`src/core/ubr_pkg.sv`:
```
package ubr_pkg;

    // ------------------------------------------------------------
    // Field widths and limits
    // ------------------------------------------------------------
    localparam int PRS_W = 4;
    localparam int DIV_W = 7;
    localparam logic [3:0] PRS_MAX = 4'hb;
    localparam logic [6:0] DIV_MIN = 7'h03;
    localparam logic [6:0] DIV_RESET = 7'h7f;
    localparam int TIMER_W = 20;
    localparam logic [3:0] BITS_RESET = 4'h0;

    // ------------------------------------------------------------
    // Receive data length and parity modes
    // ------------------------------------------------------------
    typedef enum logic [1:0] {
        UBR_LEN_7 = 2'h0,
        UBR_LEN_8 = 2'h1,
        UBR_LEN_9 = 2'h2,
        UBR_LEN_16 = 2'h3
    } ubr_len_t;

    typedef enum logic [1:0] {
        UBR_PAR_NONE = 2'h0,
        UBR_PAR_ZERO = 2'h1,
        UBR_PAR_EVEN = 2'h2,
        UBR_PAR_ODD = 2'h3
    } ubr_par_t;

    typedef struct packed {
        logic channel_clock_select_bit;
        logic [3:0] low_prescaler_field;
        logic [3:0] high_prescaler_field;
        logic [6:0] divider;
        ubr_len_t len;
        ubr_par_t par;
        logic lsb_first;
        logic invert;
    } ubr_cfg_t;

    typedef struct packed {
        logic buffer_full_flag;
        logic framing_error_flag;
        logic parity_error_flag;
        logic overrun_error_flag;
    } ubr_status_t;

    typedef enum logic [3:0] {
        UBR_IDLE = 4'b0001,
        UBR_START = 4'b0010,
        UBR_DATA = 4'b0100,
        UBR_STOP = 4'b1000
    } ubr_state_t;

endpackage

```
`src/core/ubr_prescaler.sv`:
```
`timescale 1ns/100ps
module ubr_prescaler
    import ubr_pkg::*;
(
    input wire logic clk,
    input wire logic rst_n,
    input wire logic run,
    input wire logic channel_clock_select_bit,
    input wire logic [3:0] low_prescaler_field,
    input wire logic [3:0] high_prescaler_field,
    output logic op_tick,
    output logic prohibited
);

    typedef struct packed {
        logic [10:0] count;
    } ubr_pre_st_t;

    ubr_pre_st_t st;
    ubr_pre_st_t next_st;
    logic [3:0] k;
    logic [10:0] mask;

    always_comb begin
        k = channel_clock_select_bit ? high_prescaler_field : low_prescaler_field;
        prohibited = k > PRS_MAX;
        mask = 11'h7ff >> (4'hb - (prohibited ? PRS_MAX : k));
        op_tick = run && !prohibited && ((st.count & mask) == 11'h000);
        next_st = st;
        if (!run) begin
            next_st.count = 11'h000;
        end else begin
            next_st.count = st.count + 11'h001;
        end
    end

    always_ff @(posedge clk) begin
        if (!rst_n) begin
            st <= '0;
        end else begin
            st <= next_st;
        end
    end

endmodule

```
`src/core/ubr_receiver.sv`:
```
`timescale 1ns/100ps
// Contract
// - Clock select bit 0 picks low prescaler field, 1 picks high field.
// - Prescaler value k 0..11 divides system clock by 2^k; others prohibited.
// - Bit rate is operation clock over divider plus one, over two.
// - After start bit, latch points are timed from the divider field.
// - Frame length is start plus data plus parity (absent when parity is none) plus stop bit.
// - Reading receive data clears buffer-full; reception never waits for the read.
// - Writing 1 to a flag-clear trigger bit clears that error flag.
// - Stop trigger clears channel enable status and halts the channel.
// - Software resynchronises, then restarts from a fresh start bit.
// - Start trigger sets channel enable status and resumes reception; a stop trigger in the same cycle wins and leaves it clear.
module ubr_receiver
    import ubr_pkg::*;
(
    input wire logic clk,
    input wire logic rst_n,
    input wire logic rxd,
    input wire ubr_cfg_t cfg,
    input wire logic channel_start_trigger,
    input wire logic channel_stop_trigger,
    input wire logic data_read,
    input wire logic status_clear_valid,
    input wire ubr_status_t flag_clear_trigger_register,
    output logic channel_enable_status,
    output ubr_status_t channel_status_register,
    output logic [15:0] rx_data,
    output logic frame_done,
    output logic setting_prohibited
);

    typedef struct packed {
        logic rx_meta;
        logic rx_sync;
        ubr_state_t state;
        logic [6:0] tick_cnt;
        logic half;
        logic [4:0] bit_cnt;
        logic [15:0] shreg;
        logic par_acc;
        logic par_bit;
        logic enable;
        ubr_status_t flags;
        logic [15:0] data;
        logic done;
    } ubr_rx_st_t;

    ubr_rx_st_t st;
    ubr_rx_st_t next_st;
    logic op_tick;
    logic pre_bad;
    logic rx_level;
    logic latch;
    logic [4:0] data_bits;
    logic par_en;
    logic par_exp;

    // ------------------------------------------------------------
    // Operation clock
    // ------------------------------------------------------------
    ubr_prescaler u_pre (
        .clk(clk),
        .rst_n(rst_n),
        .run(st.enable),
        .channel_clock_select_bit(cfg.channel_clock_select_bit),
        .low_prescaler_field(cfg.low_prescaler_field),
        .high_prescaler_field(cfg.high_prescaler_field),
        .op_tick(op_tick),
        .prohibited(pre_bad)
    );

    function automatic logic [4:0] len_bits(input ubr_len_t l);
        unique case (l)
            UBR_LEN_7: len_bits = 5'd7;
            UBR_LEN_8: len_bits = 5'd8;
            UBR_LEN_9: len_bits = 5'd9;
            UBR_LEN_16: len_bits = 5'd16;
        endcase
    endfunction

    // ------------------------------------------------------------
    // Receive sequencing
    // ------------------------------------------------------------
    always_comb begin
        next_st = st;
        rx_level = st.rx_sync ^ cfg.invert;
        data_bits = len_bits(cfg.len);
        par_en = cfg.par != UBR_PAR_NONE;
        par_exp = (cfg.par == UBR_PAR_ODD) ? ~st.par_acc : st.par_acc;
        // One bit is two halves of (divider+1) operation clocks
        latch = op_tick && (st.tick_cnt == cfg.divider) && st.half;
        next_st.rx_meta = rxd;
        next_st.rx_sync = st.rx_meta;
        next_st.done = 1'b0;
        if (op_tick && st.state != UBR_IDLE) begin
            if (st.tick_cnt == cfg.divider) begin
                next_st.tick_cnt = 7'h00;
                next_st.half = ~st.half;
            end else begin
                next_st.tick_cnt = st.tick_cnt + 7'h01;
            end
        end
        unique case (st.state)
            UBR_IDLE: begin
                if (st.enable && !rx_level) begin
                    next_st.state = UBR_START;
                    next_st.tick_cnt = 7'h00;
                    next_st.half = 1'b0;
                end
            end
            UBR_START: begin
                // Mid start bit check rejects glitches
                if (op_tick && st.tick_cnt == cfg.divider && !st.half) begin
                    if (rx_level) begin
                        next_st.state = UBR_IDLE;
                    end else begin
                        next_st.state = UBR_DATA;
                        next_st.half = 1'b0;
                        next_st.tick_cnt = 7'h00;
                        next_st.bit_cnt = 5'h00;
                        next_st.par_acc = 1'b0;
                    end
                end
            end
            UBR_DATA: begin
                if (latch) begin
                    if (st.bit_cnt < data_bits) begin
                        next_st.par_acc = st.par_acc ^ rx_level;
                        if (cfg.lsb_first) begin
                            next_st.shreg = {rx_level, st.shreg[15:1]};
                        end else begin
                            next_st.shreg = {st.shreg[14:0], rx_level};
                        end
                    end else begin
                        next_st.par_bit = rx_level;
                    end
                    next_st.bit_cnt = st.bit_cnt + 5'h01;
                    if (st.bit_cnt + 5'h01 == data_bits + {4'h0, par_en}) begin
                        next_st.state = UBR_STOP;
                    end
                end
            end
            UBR_STOP: begin
                if (latch) begin
                    next_st.state = UBR_IDLE;
                    next_st.done = 1'b1;
                    // MSB-first leaves stale upper bits in the shifter, so mask them
                    next_st.data = cfg.lsb_first ?
                        (st.shreg >> (5'd16 - data_bits)) :
                        (st.shreg & ~(16'hffff << data_bits));
                    next_st.flags.buffer_full_flag = 1'b1;
                    if (st.flags.buffer_full_flag) begin
                        next_st.flags.overrun_error_flag = 1'b1;
                    end
                    if (!rx_level) begin
                        next_st.flags.framing_error_flag = 1'b1;
                    end
                    if ((cfg.par == UBR_PAR_EVEN || cfg.par == UBR_PAR_ODD)
                        && st.par_bit != par_exp) begin
                        next_st.flags.parity_error_flag = 1'b1;
                    end
                end
            end
            default: next_st.state = UBR_IDLE;
        endcase
        // Flag clears lose to a same-cycle frame completion
        if (data_read && !next_st.done) begin
            next_st.flags.buffer_full_flag = 1'b0;
        end
        if (status_clear_valid && !next_st.done) begin
            if (flag_clear_trigger_register.framing_error_flag) begin
                next_st.flags.framing_error_flag = 1'b0;
            end
            if (flag_clear_trigger_register.parity_error_flag) begin
                next_st.flags.parity_error_flag = 1'b0;
            end
            if (flag_clear_trigger_register.overrun_error_flag) begin
                next_st.flags.overrun_error_flag = 1'b0;
            end
        end
        if (channel_stop_trigger) begin
            next_st.enable = 1'b0;
            next_st.state = UBR_IDLE;
        end else if (channel_start_trigger) begin
            next_st.enable = 1'b1;
            next_st.state = UBR_IDLE;
        end
    end

    always_ff @(posedge clk) begin
        if (!rst_n) begin
            st <= '{rx_meta: 1'b1, rx_sync: 1'b1, state: UBR_IDLE,
                    shreg: 16'h0000, data: 16'h0000, flags: '0, default: '0};
        end else begin
            st <= next_st;
        end
    end

    assign channel_enable_status = st.enable;
    assign channel_status_register = st.flags;
    assign rx_data = st.data;
    assign frame_done = st.done;
    assign setting_prohibited = pre_bad || (cfg.divider < DIV_MIN);

endmodule

```
`config.mk`:
```
export PLATFORM = sky130hd
export DESIGN_NAME = ubr_receiver
export DESIGN_NICKNAME = d
export VERILOG_FILES = /design/src/core/ubr_pkg.sv /design/src/core/ubr_prescaler.sv /design/src/core/ubr_receiver.sv
export SDC_FILE = /design/constraint.sdc
export NUM_CORES = 1
export LEC_CHECK = 0
export BUFFER_PORTS_ARGS = -buffer_cell sky130_fd_sc_hd__buf_2
export CAP_MARGIN = 20
export CORE_MARGIN = 3
export CORE_UTILIZATION = 25
export DETAILED_ROUTE_END_ITERATION = 8
export MAX_ROUTING_LAYER = met4
export PLACE_DENSITY_LB_ADDON = 0.08
export SETUP_SLACK_MARGIN = 0.5
export SYNTH_ARGS = -nofsm -noshare
export SYNTH_HDL_FRONTEND = slang
export SYNTH_HIERARCHICAL = 1
export SYNTH_SLANG_ARGS = --single-unit
```
`constraint.sdc`:
```
create_clock -name clk -period 5.07 [get_ports clk]
set_input_delay 0.7605 -clock clk [delete_from_list [all_inputs] [get_ports clk]]
set_output_delay 0.7605 -clock clk [all_outputs]
set_load 0.005 [all_outputs]
```
Word-level counts from Yosys, hierarchy flattened

Cells that the tools add are included.

Bitwise operators: 9
Order comparisons: 3
Eq/ne operators: 20
$add $sub $neg: 6
Mux-type cells: 34
Shift-type cells: 3
Reduce and logical (&&, ||, !) cells: 30

Operators with widths:

| kind                                               | number |
|---|---|
| two-way mux 20 bit                                 | 2 |
| two-way mux 17 bit                                 | 2 |
| two-way mux 16 bit                                 | 2 |
| two-way mux 23 bit                                 | 1 |
| two-way mux 4 bit                                  | 5 |
| one-hot mux 5 bit (4 select lines)                 | 1 |
| AND 16 bit                                         | 1 |
| NOT 16 bit                                         | 1 |
| one-hot mux 4 bit (4 select lines)                 | 1 |
| one-hot mux 8 bit (2 select lines)                 | 1 |
| << shifter 16 x 5 -> 16 bit (first input constant) | 1 |
| >> shifter 16 x 5 -> 16 bit                        | 1 |
| inequality test 2 bit (second input constant)      | 7 |
| two-way mux 13 bit                                 | 1 |
| two-way mux 12 bit                                 | 1 |
| adder 11 x 1 -> 11 bit (second input constant)     | 1 |
| AND 11 bit                                         | 1 |
| zero test 11 bit                                   | 1 |
| two-way mux 1 bit                                  | 11 |
| >> shifter 11 x 4 -> 11 bit (first input constant) | 1 |
| logical AND 1 bit                                  | 10 |
| one-hot mux 5 bit (2 select lines)                 | 1 |
| AND reduction 5 bit                                | 2 |
| equality test 2 bit (second input constant)        | 4 |
| other kinds (32)                                   | 45 |

Logic and storage cells: 122
Flip-flop bits (word level): 70
Output and inout bits: 23
Bits of input ports: 33

Longest topological paths before layout

Word-level depth: 15
Mapped depth: 13
Depth with buffers taken out: 12

Cells and area by module

Netlist, hierarchy kept.

Modules (own cells, without submodules):

| module        | sequential area each (um^2) | instances | cells each | area each (um^2) |
|---|---|---|---|---|
| ubr_receiver  | 1181.1                      | 1         | 442        | 3709.8 |
| ubr_prescaler | 220.2                       | 1         | 74         | 649.4 |

Worst setup path after synthesis

No wires, ideal clock.

Path type: input port to flip-flop
Start point: input cfg[4] (netlist bit)
End point: register st[24] (netlist bit)
Stages: 12
Setup time: 128 ps
Arrival: 2930 ps
Buffers on the path: 2
Data required time: 4942 ps
Slack: 2013 ps
Path through: inv_1 > ha_1 > buf_2 > clkinv_1 > ha_1 > a21o_1 > a21oi_1 > o21ai_0 > nor2_2 > buf_2 > mux2i_1 > nor2_1

Word-level cells in the longest chain between the ends: 4
Elaborated cells on any way between the ends: 7
Classes of those cells: order compare (1); eq/ne (3); mux (1); reduce/logical (2)

Ends and longest elaborated chain:

| element                                     | RTL line            | text |
|---|---|---|
| start, declared                             | ubr_receiver.sv:19  | `input wire ubr_cfg_t cfg,` |
| equality test 2 bit (tied with other cells) | ubr_receiver.sv:73  | `unique case (l)` |
| one-hot mux 5 bit (4 select lines) *        | ubr_receiver.sv:73  |  |
| less-than comparator 5 bit *                | ubr_receiver.sv:127 | `if (st.bit_cnt < data_bits) begin` |
| AND reduction 3 bit (no line) *             | n/a                 |  |
| end signal, assigned                        | ubr_receiver.sv:192 | `st <= '{rx_meta: 1'b1, rx_sync: 1'b1, state: UBR_IDLE,` |
| end signal, assigned                        | ubr_receiver.sv:195 | `st <= next_st;` |
| end, declared                               | ubr_receiver.sv:48  | `ubr_rx_st_t st;` |

Mark *: on every way between the ends. The rest lies on a longest branch, timed or not.
A chain may end at the register's enable or synchronous reset.

Final worst setup path

Start point: input cfg[21] (netlist bit)
End point: register st, in the netlist rx_data[7]

Word-level cells in the longest chain between the ends: 11
Elaborated cells on any way between the ends: 13
Classes of those cells: add/sub (1); order compare (1); shift (1); mux (2); bitwise (1); reduce/logical (7)

Ends and longest elaborated chain:

| element                           | RTL line            | text |
|---|---|---|
| two-way mux 4 bit *               | ubr_prescaler.sv:25 | `k = channel_clock_select_bit ? high_prescaler_field : low_prescaler_field;` |
| greater-than comparator 4 bit     | ubr_prescaler.sv:26 | `prohibited = k > PRS_MAX;` |
| two-way mux 4 bit                 | ubr_prescaler.sv:27 | `mask = 11'h7ff >> (4'hb - (prohibited ? PRS_MAX : k));` |
| subtractor 4 bit                  | ubr_prescaler.sv:27 |  |
| >> shifter 11 x 4 -> 11 bit       | ubr_prescaler.sv:27 |  |
| AND 11 bit                        | ubr_prescaler.sv:28 | `op_tick = run && !prohibited && ((st.count & mask) == 11'h000);` |
| zero test 11 bit                  | ubr_prescaler.sv:28 |  |
| logical AND 1 bit *               | ubr_prescaler.sv:28 |  |
| via op_tick                       | ubr_receiver.sv:50  | `logic op_tick;` |
| logical AND 1 bit * (2 in series) | ubr_receiver.sv:91  | `latch = op_tick && (st.tick_cnt == cfg.divider) && st.half;` |
| AND reduction 2 bit (no line) *   | n/a                 |  |

Mark *: on every way through the listed nets, which the timed path passes. The rest lies on a longest branch.

==> impl.org <==
** Global route
- Initial antenna violation count :: 0
- The first global-routing pass estimated 19800 um of wire.
- Entering global routing, the biggest net connects 43 pins.
- Global-route usage over all layers :: 13.1%
- Number of global-route vias before repair :: 3669
- The total overflow left after global routing is 0.

** Clock network
- For this design, the CTS-stage hold fixing added 0 buffers.
- TritonCTS Buffers :: 9
- Clock root buffer :: clkbuf_16
- Post-CTS timing repair inserted 0 buffers for setup.
- The H-tree was split into 3 levels.
- At the later pin of the worst-skew pair, clock insertion delay measures 350 ps.
- CTS tree :: done
- Clk pin slew, worst setup/hold paths :: 60 ps
- For this design, the sink count on the clock tree is 70.
- Clock buffer depth :: 2
- Post-cts gate resize count :: 0

** Yosys
- Syn avg cell area :: 8.45 um2
- The cell area that synthesis handed to floorplanning was 4360 um2.
- In this run, synthesis inferred 0 flip-flops with an integrated enable.
- Main area contributors after synthesis :: dfxtp_1, nor2_1, xnor2_1, mux2i_1, ha_1
- Yosys reg bits :: 70
- After synthesis, the share of flip-flops with an asynchronous set or reset is 0%.
- Cell type with the largest total area after synthesis :: dfxtp_1
- The Yosys step of the flow raised 6 warnings.
- Library cells used by synthesis :: 63
- After synthesis, flip-flops and latches occupy 32.1% of the total area.
- The number of nets handed over by synthesis was 563.
- Gate count after technology mapping :: 516
- The commonest cells after synthesis are nor2_1, dfxtp_1, nand2_1, a21oi_1, xnor2_1.
- Most common flop cell mapped by yosys :: dfxtp_1
- Leading cell type by number of instances after synthesis :: nor2_1
- Share of Yosys cell area claimed by the top area cell type :: 32.1%

** Worst setup path
- Critical Path, Cell by Cell :: buf_2 > mux2i_2 > a21boi_1 > o221ai_1 > o2111ai_1 > a21oi_1 > and4_1 > and3_1 > buf_4 > mux2i_1 > nor2_1
- The worst setup path is of the input port to register kind.
- The worst setup path is launched from an input port.
- Critical Path RT :: 5290 ps
- Arrival time at the worst endpoint :: 3540 ps
- Critical Path Sink Type :: register
- Slowest Stage Delay on Critical Path :: 630 ps
- Counting both buffers and inverters, the worst setup path holds a total of 2.
- CP Max Fanout :: 15
- The cell family contributing the most delay on the critical path is simple AND/OR/NAND/NOR gates.
- On the critical path, the stage with the largest delay is an instance of and3_1.

** Route
- Dividing the detail-routed wire length by the instance count gives 15.3 um.
- Number of vias in the routed layout :: 3654
- Wire length after detailed routing :: 11700 um
- The first detailed-routing pass took 4 iterations.
- The detailed router put a total of 5840 um of wire on met1.
- After detailed routing, the number of vias per cell comes to 4.78.
- For this run, design rule violations remaining after detail routing come to 0.
- First-iteration detailed-routing DRC count :: 135
- In the detailed route, the total length drawn on met2 is 5100 um.
- The count of nets left with antenna violations once routing finished came out at 0.
- The highest layer touched by signal routing is met4.
- Routed length on met3 :: 499 um

** Die
- Core Region :: 16800 um2
- Pin placement for this block handled 56 I/O pins.
- Cell row count :: 47
- Vertical extent of the die :: 138 um
- The floorplan step set the die width to 138 um.
- Initial cell density of the core :: 25.9%
- Die footprint :: 19100 um2

** STA
- Post-layout min period :: 3320 ps
- Fin crit share :: 65.5%
- Normalized max-slew margin :: 38.1%
- Setup total negative slack on the finished layout was measured at 0 ps.
- Clock skew :: 7.73 ps
- Unrepaired setup endpoints after global routing :: no
- At the pin with the least slew margin, the transition time is 915 ps.
- Static timing analysis puts the maximum clock frequency at 301 MHz.
- Number of hold-slack violations in the final timing report :: 0
- Setup violators final :: 0
- The max-slew violation total from the final report is 0.

** Place
- Routability-driven placement finished with a final weighted congestion of 0.788.
- Cell count after placement :: 748
- Buffers placed on the I/O ports in this run total 54.
- Post-detail-place hpwl :: 8240 um

** Pwr
- Power spread over the standard cell area amounts to 279 nW/um2.
- The analysis attributes to cell leakage a power of 0.00185 uW.
- VDD sags by at most 0.148 mV.

** Min path
- The min-delay analysis places its worst path in the category register to register.

** Layout
- Layout cell share with drive strength beyond 1 :: 18.2%
- Fillers :: 1830
- The multi-input combinational cells in the finished layout cover a total of 2630 um2.
- Area Growth Syn to Fin :: 15.2%
- Across the whole layout, storage elements account for 1400 um2.
- Number of antenna diodes :: 0
- Excluding fillers, the count of instances in the completed layout stands at 765.
- In the final design database the tool counted 587 nets.

** Run
- Max-cap violations in this run came to 0.

** Outcome
- The flow ran to the end, and the final reports show no timing, DRC or antenna violations.
sequential cells by signal (all words and copies together), names as in the netlist:
name                     count
st                          36
rx_data                     16
u_pre/st                    11
channel_status_register      4
channel_enable_status        1
frame_done                   1
next_st                      1
final timing paths:
path / endpoint / startpoint / slack, ps / cells past startpoint
max: rx_data[7] / cfg[21] / 1750 / 11
min: st[57] / next_st[57] / 410 / 1
max reg2reg: rx_data[7] / u_pre/st[8] / 2370 / 10
min reg2reg: st[57] / next_st[57] / 410 / 1
worst register-to-register path, stage by stage, from the launching register on:
cell and delay [ps]:
dfxtp_1 320, inv_1 90, o21ai_0 90, a21boi_1 150
o2111ai_1 130, a21oi_1 320, and4_1 320, and3_1 630
buf_4 290, mux2i_1 190, nor2_1 50
area by class of cell:
cell class	instances	area share, %
inverter	13	0.972
tap	220	5.48
multi-input combinational	384	52.4
timing repair buffer	62	6.53
clock inverter	3	1.30
clock buffer	13	5.38
sequential	70	27.9
cells in the final DEF, fill, tap and decap left out, drive strengths merged, types with 3 or more instances in the layout:
master	netlist	routed
xnor2	27	27
nor2b	4	4
mux2i	25	25
o211ai	10	10
nand2	32	32
mux2	5	5
nor2	72	72
nand2b	10	10
a21o	4	4
nor3	10	10
a21oi	27	27
inv	11	11
a21boi	3	3
xor2	9	9
o221ai	3	3
nor4b	4	4
clkinv	2	3
ha	14	14
a22oi	7	7
clkbuf	19	14
mux4	4	4
a31oi	3	3
dfxtp	70	70
and3	7	7
nand3	23	23
o21ai	22	22
nand3b	6	6
buf	30	61
nand4	5	5
and2	3	3
a211oi	14	14
a221oi	6	6
cell families (layout without fill, tap and decap cells):
group                    Yosys count  after routing  share of synthesized area [%]
AO/OA/AOI/OAI                    113            113                           17.8
XOR/XNOR                          36             36                           7.66
adder cells (fa/ha/maj)           14             14                           4.02
buffers and inverters             62             91                           7.43
flip-flops                        70             70                           32.1
multiplexers                      34             34                           9.84
AND/OR/NAND/NOR                  187            187                           21.1
routing by layer:
layer	vias to the layer above	GRT usage, %
met1	1681	17.4
met2	72	19.4
met5	-	-
met4	0	5.15
li1	1881	-
met3	20	2.97
power breakdown:
| part | internal (uW) | leakage, uW | switching, uW |
|---|---|---|---|
| Combinational | 51.6 | 0.00112 | 76.7 |
| Sequential | 552 | 0.000564 | 2.65 |
| Clock | 471 | 0.000166 | 250 |
| Total | 1070 | 0.00186 | 329 |
per-stage QoR:
step | worst slack (ps) | utilization (%) | area, um2 | power [uW] | hold slack, ps
floorplan | 2010 | - | 4360 | 653 | 386
global placement | 1270 | 27.8 | 4680 | 696 | 391
detailed placement | 1290 | 27.8 | 4680 | 696 | 398
CTS | 1650 | 29.8 | 5020 | 1430 | 413
global route | 1330 | 29.9 | 5020 | 1460 | 447
finish | 1750 | 29.9 | 5020 | 1400 | 409
(Power assumes the default switching activity.)
